[config.mk]
export PLATFORM = sky130hd
export DESIGN_NAME = rmq_qualifier
export DESIGN_NICKNAME = d
export VERILOG_FILES = /design/src/logic/rmq_pkg.sv /design/src/logic/rmq_sync.sv /design/src/logic/rmq_judge.sv /design/src/logic/rmq_qualifier.sv
export SDC_FILE = /design/constraint.sdc
export NUM_CORES = 2
export LEC_CHECK = 0
export CAP_MARGIN = 20
export CORE_MARGIN = 3
export CORE_UTILIZATION = 40
export CTS_BUF_LIST = sky130_fd_sc_hd__clkbuf_2
export DETAILED_ROUTE_END_ITERATION = 8
export DONT_BUFFER_PORTS = 1
export PLACE_DENSITY = 0.63
export SYNTH_ARGS = -nofsm -noshare
export SYNTH_HDL_FRONTEND = slang
export SYNTH_SLANG_ARGS = --single-unit
export TNS_END_PERCENT = 30
[constraint.sdc]
create_clock -name clock -period 20.4 [get_ports clock]
set_input_delay 4.08 -clock clock [delete_from_list [all_inputs] [get_ports clock]]
set_output_delay 4.08 -clock clock [all_outputs]
set_load 0.02 [all_outputs]
[src/logic/rmq_pkg.sv]
// rmq_pkg: shared constants of the registration mark qualifier
package rmq_pkg;
  // bus geometry
  localparam int ADDR_W = 8;
  localparam int DATA_W = 32;
  // register byte offsets
  localparam logic [7:0] OFS_SETUP = 8'h00;
  localparam logic [7:0] OFS_SPACING = 8'h04;
  localparam logic [7:0] OFS_TOLERANCE = 8'h08;
  localparam logic [7:0] OFS_IGNORE = 8'h0c;
  localparam logic [7:0] OFS_CYCLE = 8'h10;
  localparam logic [7:0] OFS_PRESET = 8'h14;
  localparam logic [7:0] OFS_STATUS = 8'h18;
  localparam logic [7:0] OFS_IRQ_STATUS = 8'h1c;
  localparam logic [7:0] OFS_IRQ_MASK = 8'h20;
  localparam logic [7:0] OFS_CAPTURE = 8'h24;
  localparam logic [7:0] OFS_COMP = 8'h28;
  // setting limits in feedback units
  localparam logic [31:0] SETTING_MAX = 32'h2000_0000;
  localparam int SETTING_W = 30;
  localparam int PRESET_SIGN_LSB = 15;
  // setup word: axis number in the low byte
  localparam int AXIS_FIELD_W = 8;
  // status word fields
  localparam int ST_OK = 0;
  localparam int ST_ARMED = 1;
  localparam int ST_GOOD = 2;
  localparam int ST_BAD = 3;
  localparam int ST_EXCEEDED = 4;
  localparam int ST_COUNT_LSB = 16;
  localparam int BADCNT_W = 16;
  // interrupt bits
  localparam int IRQ_W = 4;
  localparam int IRQ_GOOD = 0;
  localparam int IRQ_BAD = 1;
  localparam int IRQ_EXCEEDED = 2;
  localparam int IRQ_REJECT = 3;
  localparam logic [3:0] IRQ_RESET = 4'h0;
endpackage

[src/logic/rmq_sync.sv]
// rmq_sync: three-stage synchroniser with agreement filter for one pin
`timescale 1ns/1ps
`default_nettype none
module rmq_sync (
  input wire logic clock,
  input wire logic reset,
  input wire logic pinIn,
  output logic level
);
  // all state of the synchroniser
  typedef struct packed {
    logic s1;
    logic s2;
    logic s3;
    logic lvl;
  } rmq_sync_t;

  rmq_sync_t s_q;
  rmq_sync_t s_d;

  // s1 feeds only s2; level moves once s2 and s3 agree
  always_comb begin
    s_d = s_q;
    s_d.s1 = pinIn;
    s_d.s2 = s_q.s1;
    s_d.s3 = s_q.s2;
    if (s_q.s2 == s_q.s3) begin
      s_d.lvl = s_q.s3;
    end
  end

  // state register
  always_ff @(posedge clock or posedge reset) begin
    if (reset) begin
      s_q <= '0;
    end else begin
      s_q <= s_d;
    end
  end

  assign level = s_q.lvl;
endmodule // rmq_sync
`default_nettype wire

[src/logic/rmq_judge.sv]
// rmq_judge: mark distance measurement and good / ignore / exceeded tests
`timescale 1ns/1ps
`default_nettype none
module rmq_judge (
  input wire logic [31:0] refPos,
  input wire logic [31:0] pos,
  input wire logic [29:0] spacing,
  input wire logic [29:0] tol,
  input wire logic [29:0] ignore,
  output logic [31:0] expected_mark_spacing,
  output logic ignored,
  output logic good,
  output logic exceeded
);
  logic [31:0] absDist; // distance magnitude, either direction of travel
  logic [33:0] err; // distance magnitude minus spacing, signed
  logic [33:0] absErr; // error magnitude
  logic [30:0] upper; // spacing plus tolerance
  logic acceptAll; // zero spacing and zero ignore

  // distance from the last recognised mark
  always_comb begin
    expected_mark_spacing = pos - refPos;
    absDist = expected_mark_spacing[31] ? 32'h0 - expected_mark_spacing : expected_mark_spacing;
    err = {2'h0, absDist} - {4'h0, spacing};
    absErr = err[33] ? 34'h0 - err : err;
    upper = {1'b0, spacing} + {1'b0, tol};
    acceptAll = (spacing == 30'h0) && (ignore == 30'h0);
    ignored = absDist < {2'h0, ignore};
    // symmetric band around the spacing
    good = acceptAll || (absErr <= {4'h0, tol});
    exceeded = absDist > {1'b0, upper}; // past spacing plus tolerance
  end
endmodule // rmq_judge
`default_nettype wire

[src/logic/rmq_qualifier.sv]
// rmq_qualifier: registration mark qualifier with position reload and compensation
`timescale 1ns/1ps
`default_nettype none
module rmq_qualifier #(
  parameter int AXES = 4 // axes with a fast input
) (
  input wire logic clock,
  input wire logic reset,
  input wire logic [AXES-1:0] fastInput,
  input wire logic [AXES-1:0][31:0] axisPosition,
  input wire logic [AXES-1:0] axisExists,
  input wire logic [AXES-1:0] refMoveQueued,
  input wire logic [rmq_pkg::ADDR_W-1:0] busAddr,
  input wire logic [rmq_pkg::DATA_W-1:0] busWdata,
  input wire logic busWrite,
  input wire logic busRead,
  output logic [rmq_pkg::DATA_W-1:0] busRdata,
  output logic positionLoad,
  output logic [$clog2(AXES)-1:0] positionAxis,
  output logic [31:0] positionValue,
  output logic slaveCompStrobe,
  output logic [31:0] slaveCompValue,
  output logic clearNonMotionRef,
  output logic irq
);
  localparam int AXW = $clog2(AXES);

  // all state of the qualifier
  typedef struct packed {
    logic [31:0] spacingStage; // staged settings, checked on setup
    logic [31:0] tolStage;
    logic [31:0] ignoreStage;
    logic [31:0] cycleStage;
    logic [31:0] presetStage;
    logic [29:0] spacing; // active settings
    logic [29:0] tol;
    logic [29:0] ignore;
    logic [29:0] cycle;
    logic [31:0] preset;
    logic [AXW-1:0] axis;
    logic setupOk; // last setup accepted
    logic armed; // some setup accepted since reset
    logic levelPrev; // edge detector on selected level
    logic haveRef; // a reference mark exists
    logic [31:0] refPos;
    logic [31:0] capture;
    logic lastGood;
    logic lastBad;
    logic exceeded;
    logic [rmq_pkg::BADCNT_W-1:0] badCount;
    logic load;
    logic [31:0] loadValue;
    logic comp;
    logic [31:0] compValue;
    logic clearRef;
    logic [rmq_pkg::IRQ_W-1:0] irqStatus;
    logic [rmq_pkg::IRQ_W-1:0] irqMask;
    logic [rmq_pkg::DATA_W-1:0] rdata;
  } rmq_state_t;

  rmq_state_t s_q;
  rmq_state_t s_d;

  logic [AXES-1:0] level; // filtered fast inputs
  logic [31:0] selPos; // feedback of the active axis
  logic markEdge; // rising mark on the active axis
  logic enabled; // registration running
  logic [31:0] expected_mark_spacing;
  logic ignored;
  logic good;
  logic exceeded;
  localparam int AXIS_SEL_W = rmq_pkg::AXIS_FIELD_W;
  localparam int SETTING_W_L = rmq_pkg::SETTING_W; // width of an active setting
  logic [AXIS_SEL_W-1:0] reqAxisField; // axis number in a setup write
  logic reqAxisOk;
  logic rangeOk;
  logic setupWrite;
  logic setupAccept;
  logic [AXW-1:0] reqAxis;

  // one synchroniser per fast input pin
  for (genvar g = 0; g < AXES; g++) begin : gSync
    rmq_sync uSync (
      .clock(clock),
      .reset(reset),
      .pinIn(fastInput[g]),
      .level(level[g])
    );
  end

  // qualification against the last recognised mark
  rmq_judge uJudge (
    .refPos(s_q.refPos),
    .pos(selPos),
    .spacing(s_q.spacing),
    .tol(s_q.tol),
    .ignore(s_q.ignore),
    .expected_mark_spacing(expected_mark_spacing),
    .ignored(ignored),
    .good(good),
    .exceeded(exceeded)
  );

  // setup checks and event detection
  always_comb begin
    selPos = axisPosition[s_q.axis];
    enabled = s_q.armed && (s_q.cycle != 30'h0);
    markEdge = enabled && level[s_q.axis] && !s_q.levelPrev;
    setupWrite = busWrite && (busAddr == rmq_pkg::OFS_SETUP);
    reqAxisField = busWdata[AXIS_SEL_W-1:0];
    reqAxis = reqAxisField[AXW-1:0];
    // axis must exist and have no reference queued active or next
    reqAxisOk = (reqAxisField < AXIS_SEL_W'(AXES)) && axisExists[reqAxis]
                && !refMoveQueued[reqAxis];
    // every setting within limit, preset within signed 16-bit span
    rangeOk = (s_q.spacingStage <= rmq_pkg::SETTING_MAX)
              && (s_q.tolStage <= rmq_pkg::SETTING_MAX)
              && (s_q.ignoreStage <= rmq_pkg::SETTING_MAX)
              && (s_q.cycleStage <= rmq_pkg::SETTING_MAX)
              && ((&s_q.presetStage[31:rmq_pkg::PRESET_SIGN_LSB])
                  || !(|s_q.presetStage[31:rmq_pkg::PRESET_SIGN_LSB]));
    setupAccept = setupWrite && reqAxisOk && rangeOk;
  end

  // next-state logic
  always_comb begin
    s_d = s_q;
    s_d.load = 1'b0;
    s_d.comp = 1'b0;
    s_d.clearRef = 1'b0;
    s_d.rdata = '0;
    s_d.levelPrev = level[s_q.axis];
    // staged settings writes
    if (busWrite) begin
      case (busAddr)
        rmq_pkg::OFS_SPACING: s_d.spacingStage = busWdata;
        rmq_pkg::OFS_TOLERANCE: s_d.tolStage = busWdata;
        rmq_pkg::OFS_IGNORE: s_d.ignoreStage = busWdata;
        rmq_pkg::OFS_CYCLE: s_d.cycleStage = busWdata;
        rmq_pkg::OFS_PRESET: s_d.presetStage = busWdata;
        rmq_pkg::OFS_IRQ_MASK: s_d.irqMask = busWdata[rmq_pkg::IRQ_W-1:0];
        default: s_d.rdata = '0; // unmapped or read-only: ignored
      endcase
    end
    // reads: data stands in the next cycle
    if (busRead) begin
      case (busAddr)
        rmq_pkg::OFS_SETUP: s_d.rdata = 32'(s_q.axis);
        rmq_pkg::OFS_SPACING: s_d.rdata = s_q.spacingStage;
        rmq_pkg::OFS_TOLERANCE: s_d.rdata = s_q.tolStage;
        rmq_pkg::OFS_IGNORE: s_d.rdata = s_q.ignoreStage;
        rmq_pkg::OFS_CYCLE: s_d.rdata = s_q.cycleStage;
        rmq_pkg::OFS_PRESET: s_d.rdata = s_q.presetStage;
        rmq_pkg::OFS_STATUS: begin
          s_d.rdata[rmq_pkg::ST_OK] = s_q.setupOk;
          s_d.rdata[rmq_pkg::ST_ARMED] = enabled;
          s_d.rdata[rmq_pkg::ST_GOOD] = s_q.lastGood;
          s_d.rdata[rmq_pkg::ST_BAD] = s_q.lastBad;
          s_d.rdata[rmq_pkg::ST_EXCEEDED] = s_q.exceeded;
          s_d.rdata[rmq_pkg::ST_COUNT_LSB +: rmq_pkg::BADCNT_W] = s_q.badCount;
        end
        rmq_pkg::OFS_IRQ_STATUS: begin
          s_d.rdata = 32'(s_q.irqStatus);
          s_d.irqStatus = rmq_pkg::IRQ_RESET; // read clears, sets below win
        end
        rmq_pkg::OFS_IRQ_MASK: s_d.rdata = 32'(s_q.irqMask);
        rmq_pkg::OFS_CAPTURE: s_d.rdata = s_q.capture;
        rmq_pkg::OFS_COMP: s_d.rdata = s_q.compValue;
        default: s_d.rdata = '0; // unmapped reads as zero
      endcase
    end
    if (setupWrite) begin
      // setup takes precedence over a mark in the same cycle
      s_d.setupOk = setupAccept;
      if (setupAccept) begin
        s_d.spacing = s_q.spacingStage[SETTING_W_L-1:0];
        s_d.tol = s_q.tolStage[SETTING_W_L-1:0];
        s_d.ignore = s_q.ignoreStage[SETTING_W_L-1:0];
        s_d.cycle = s_q.cycleStage[SETTING_W_L-1:0];
        s_d.preset = s_q.presetStage;
        s_d.axis = reqAxis;
        s_d.armed = 1'b1;
        s_d.haveRef = 1'b0; // restart the mark chain
        s_d.levelPrev = level[reqAxis]; // no false edge on axis change
        s_d.clearRef = 1'b1;
      end else begin
        s_d.irqStatus[rmq_pkg::IRQ_REJECT] = 1'b1;
      end
    end else if (markEdge) begin
      s_d.capture = selPos;
      if (!s_q.haveRef || (!ignored && good)) begin
        // good mark: reload position, reference moves to preset frame
        s_d.haveRef = 1'b1;
        s_d.load = 1'b1;
        s_d.loadValue = s_q.preset;
        s_d.refPos = s_q.preset;
        s_d.lastGood = 1'b1;
        s_d.lastBad = 1'b0;
        s_d.exceeded = s_q.haveRef && exceeded;
        s_d.badCount = '0;
        s_d.irqStatus[rmq_pkg::IRQ_GOOD] = 1'b1;
        if (s_q.haveRef) begin
          // error against cycle length goes to the slave only
          s_d.comp = 1'b1;
          s_d.compValue = expected_mark_spacing - {2'h0, s_q.cycle};
        end
      end else if (!ignored) begin
        // recognised but bad: still the new reference
        s_d.refPos = selPos;
        s_d.lastGood = 1'b0;
        s_d.lastBad = 1'b1;
        s_d.exceeded = exceeded;
        if (s_q.badCount != '1) begin
          s_d.badCount = s_q.badCount + 1'b1;
        end
        s_d.irqStatus[rmq_pkg::IRQ_BAD] = 1'b1;
        if (exceeded) begin
          s_d.irqStatus[rmq_pkg::IRQ_EXCEEDED] = 1'b1;
        end
      end
    end
  end

  // state register
  always_ff @(posedge clock or posedge reset) begin
    if (reset) begin
      s_q <= '0;
    end else begin
      s_q <= s_d;
    end
  end

  // outputs straight from the state
  assign busRdata = s_q.rdata;
  assign positionLoad = s_q.load;
  assign positionAxis = s_q.axis;
  assign positionValue = s_q.loadValue;
  assign slaveCompStrobe = s_q.comp;
  assign slaveCompValue = s_q.compValue;
  assign clearNonMotionRef = s_q.clearRef;
  assign irq = |(s_q.irqStatus & s_q.irqMask);
endmodule // rmq_qualifier
`default_nettype wire

==> impl_results.md <==
- Status: finished, final reports clean
- Fmax: 0.0696 GHz
- Critical path class: input pin to flip-flop
- Post-synth ARST share: 1.00
- Antenna-violating nets left: 0
- Clock power share: 0.333
- Synth top area share: 0.392
- Critical path endpoint category: flip-flop
- Starting Density: 0.406
- Layout cells sized above 1: 0.180
- Crit-path max FO: 49
- Sw power: 0.754 mW
- Worst Path Arrival: around 16 ns
- Most frequent cell after synthesis: dfrtp_1
- CTS H-tree lvls: 4
- Area grow syn2layout: 4.84%
- Aggregate routed wire length: 111000 um
- Worst-path clk slew: around 0.08 ns
- Crit path launch type: input pin
- Grt ovf: 0
- Syn Area/Cell: 10.0 um2
- Worst hold path type: flip-flop to flip-flop
- Register bit count reported by yosys: about 520
- Synth cell types: 94
- Ys Warns: 0
- Clock buffer count from CTS: between 100 and 150
- Top FF cell, synth: dfrtp_1
- Period utilization: 0.704
- Mapped Cells: between 3000 and 4000
- Overall routing resource usage: 0.253
- Fin Setup TNS: 0 ns
- Post-synth EDFFs: 0
- LEAKAGE: around 17 nW
- Vias per cell: 6.12
- Int Pwr: ~1.5 mW
- Area of the multi-input gates: 18300 um2
- Root buffer cell: clkbuf_2
- Fin nets: 3680
- Worst slew pin tran: 1.12 ns
- CP max stage cell: inv_2
- Die area: 87000 um2
- I/O pins: 286
- Initial antenna violation count: 5
- DR DRC count: 0
- Worst Slack Setup Final: 6.03 ns
- Reg power frac: 0.480
- Setup violators final: 0
- Hold slack: roughly 0.35 ns
- First-pass GRT wire length: 166000 um
- Initial DRC count: ~2900
- Pre-CTS WS: 4.75 ns
- Post-CTS setup buffer count: 0
- Comb pwr share: 0.187
- Seq/Total Area, Yosys: 0.392
- Core box area: 82400 um2
- Final Max Tran Viols: 0
- Number of global-route vias before repair: 26400
- Max_cap viols: 0
- Hold Vio Cnt, Final: 0
- Cell area after synthesis: 33400 um2
- Area leader, netlist: dfrtp_1
- Clock skew: 0.121 ns
- Hold-fix buffers, CTS: 0
- Die Wd: between 200 and 300 um
- FILL cells: 7877
- CTS tree: done
- DP HPWL: ~86000 um
- Switching Fraction: 0.334
- WL/cell: around 25 um
- Cell mode on critical path: o21ai_0
- Area after DPL: 33800 um2
- Placer Congestion: 0.961
- Row cnt: 105
- First-pass DRT Iterations: 8
- Worst slew margin: 0.236
- Sink Count: 524
- Min cycle time layout: between 10 and 15 ns
- Die Height: 295 um
- Mapped Nets: 3742
- Cells after DPL: 4207
- Total number of vias: ~27000
- Design Area, Final: approximately 35000 um2
- Unrepaired setup endpoints after global routing: no
- Pwr dens: 64.4 nW/um2
- Top post-synthesis cells by area: dfrtp_1, mux2_2, ha_1
- Reg area: 13100 um2
- Clock Latency Late Sink: about 1.4 ns
- Critical path data required time: 21.67 ns
- Non-filler instance count after layout: 4444
- Post-synth top cells: dfrtp_1, nand2_1, mux2_2
- Resize count post-CTS: 0
- Max clock buf depth: 3
- CP max stage delay: 0.75 ns
- Largest net degree at the start of global routing: between 150 and 200
- Peak VDD IR: 0.0000528 V
- # port buffers: 0
[cell type report]
type / count / area share
timing repair buffer: 41 / 0.00925
multi-input combinational: 2369 / 0.521
inverter: 203 / 0.0220
tap: 1070 / 0.0382
clock buffer: 194 / 0.0277
sequential: 524 / 0.374
antenna: 6 / 0.000429
clock inverter: 37 / 0.00675
[cells by family after synthesis]
kind of cell / share of synthesized area
compound gates: 0.179
simple gates: 0.122
flops: 0.392
buf+inv: 0.0627
mux: 0.121
fa+ha+maj: 0.0837
xor+xnor: 0.0388
[critical path: cells and delay by family]
family | cells | cell delay [ns]
muxes | 1 | 0.24
xor gates and xnor gates | 2 | 0.56
AOI/OAI and AO/OA | 23 | 5.60
and+or+nand+nor | 7 | 1.92
adders and majority gates | 4 | 1.36
buffers and inverters | 5 | 1.71
[metrics by stage]
step / util / power (mW)
CTS: 0.425 / 2.27
floorplan: - / 1.39
global placement: 0.410 / 1.51
global route: 0.425 / 2.37
detailed placement: 0.410 / 1.51
finish: 0.425 / 2.26
[power groups by stage]
stage,Sequential [mW],Combinational [mW],Clock [mW]
after CTS,1.08,0.416,0.772
after detailed placement,1.10,0.413,0
after floorplan,1.09,0.299,0
after global routing,1.08,0.463,0.827
after global placement,1.10,0.410,0
final,1.08,0.422,0.752
[registers in the layout (all words and copies together) (netlist names)]
register / cells
busRdata: 32
clearNonMotionRef: 1
gSync.uSync.level: 4
gSync.uSync.s_d: 8
gSync.uSync.s_q: 4
positionAxis: 2
positionLoad: 1
positionValue: 32
s_q: 407
slaveCompStrobe: 1
slaveCompValue: 32
[layout by cell type (no fill, tap or decap), types with 39 or more instances in the layout]
cell type,instances
buf_4,39
a21o_1,74
a222oi_1,50
clkbuf_2,194
dfrtp_1,522
o21ai_0,237
nor3_1,53
ha_1,214
xor2_1,60
mux2_2,254
nor2_1,120
a22oi_1,45
nand3_1,53
a31oi_1,48
nor4_1,66
nand2_1,257
nand4_1,50
a21oi_1,159
inv_1,200
xnor2_1,85
[routing by layer]
layer,track usage,wire length [um],vias to the layer above
met5,0,12,-
met4,0.114,5190,2
met3,0.0554,9850,230
met2,0.382,48300,1281
met1,0.350,48000,13400
li1,-,-,12300
[final timing paths]
path | slack (ns) | cells past startpoint | endpoint | start
worst max-delay path | 6.03 | 42 | s_q[160]$_DFFE_PP0P_ | axisPosition[64]
worst min-delay path | 0.35 | 0 | gSync[0].uSync.s_d[1]$_DFF_PP0_ | gSync[0].uSync.s_d[2]$_DFF_PP0_
worst max register to register | 7.66 | 43 | s_q[160]$_DFFE_PP0P_ | positionAxis[1]$_DFFE_PP0P_
worst min register to register | 0.35 | 0 | gSync[0].uSync.s_d[1]$_DFF_PP0_ | gSync[0].uSync.s_d[2]$_DFF_PP0_
max in group asynchronous | 15.39 | 3 | s_q[339]$_DFFE_PP0P_ | reset
min in group asynchronous | 2.71 | 1 | gSync[2].uSync.s_d[2]$_DFF_PP0_ | reset
(Power assumes the default switching activity.)
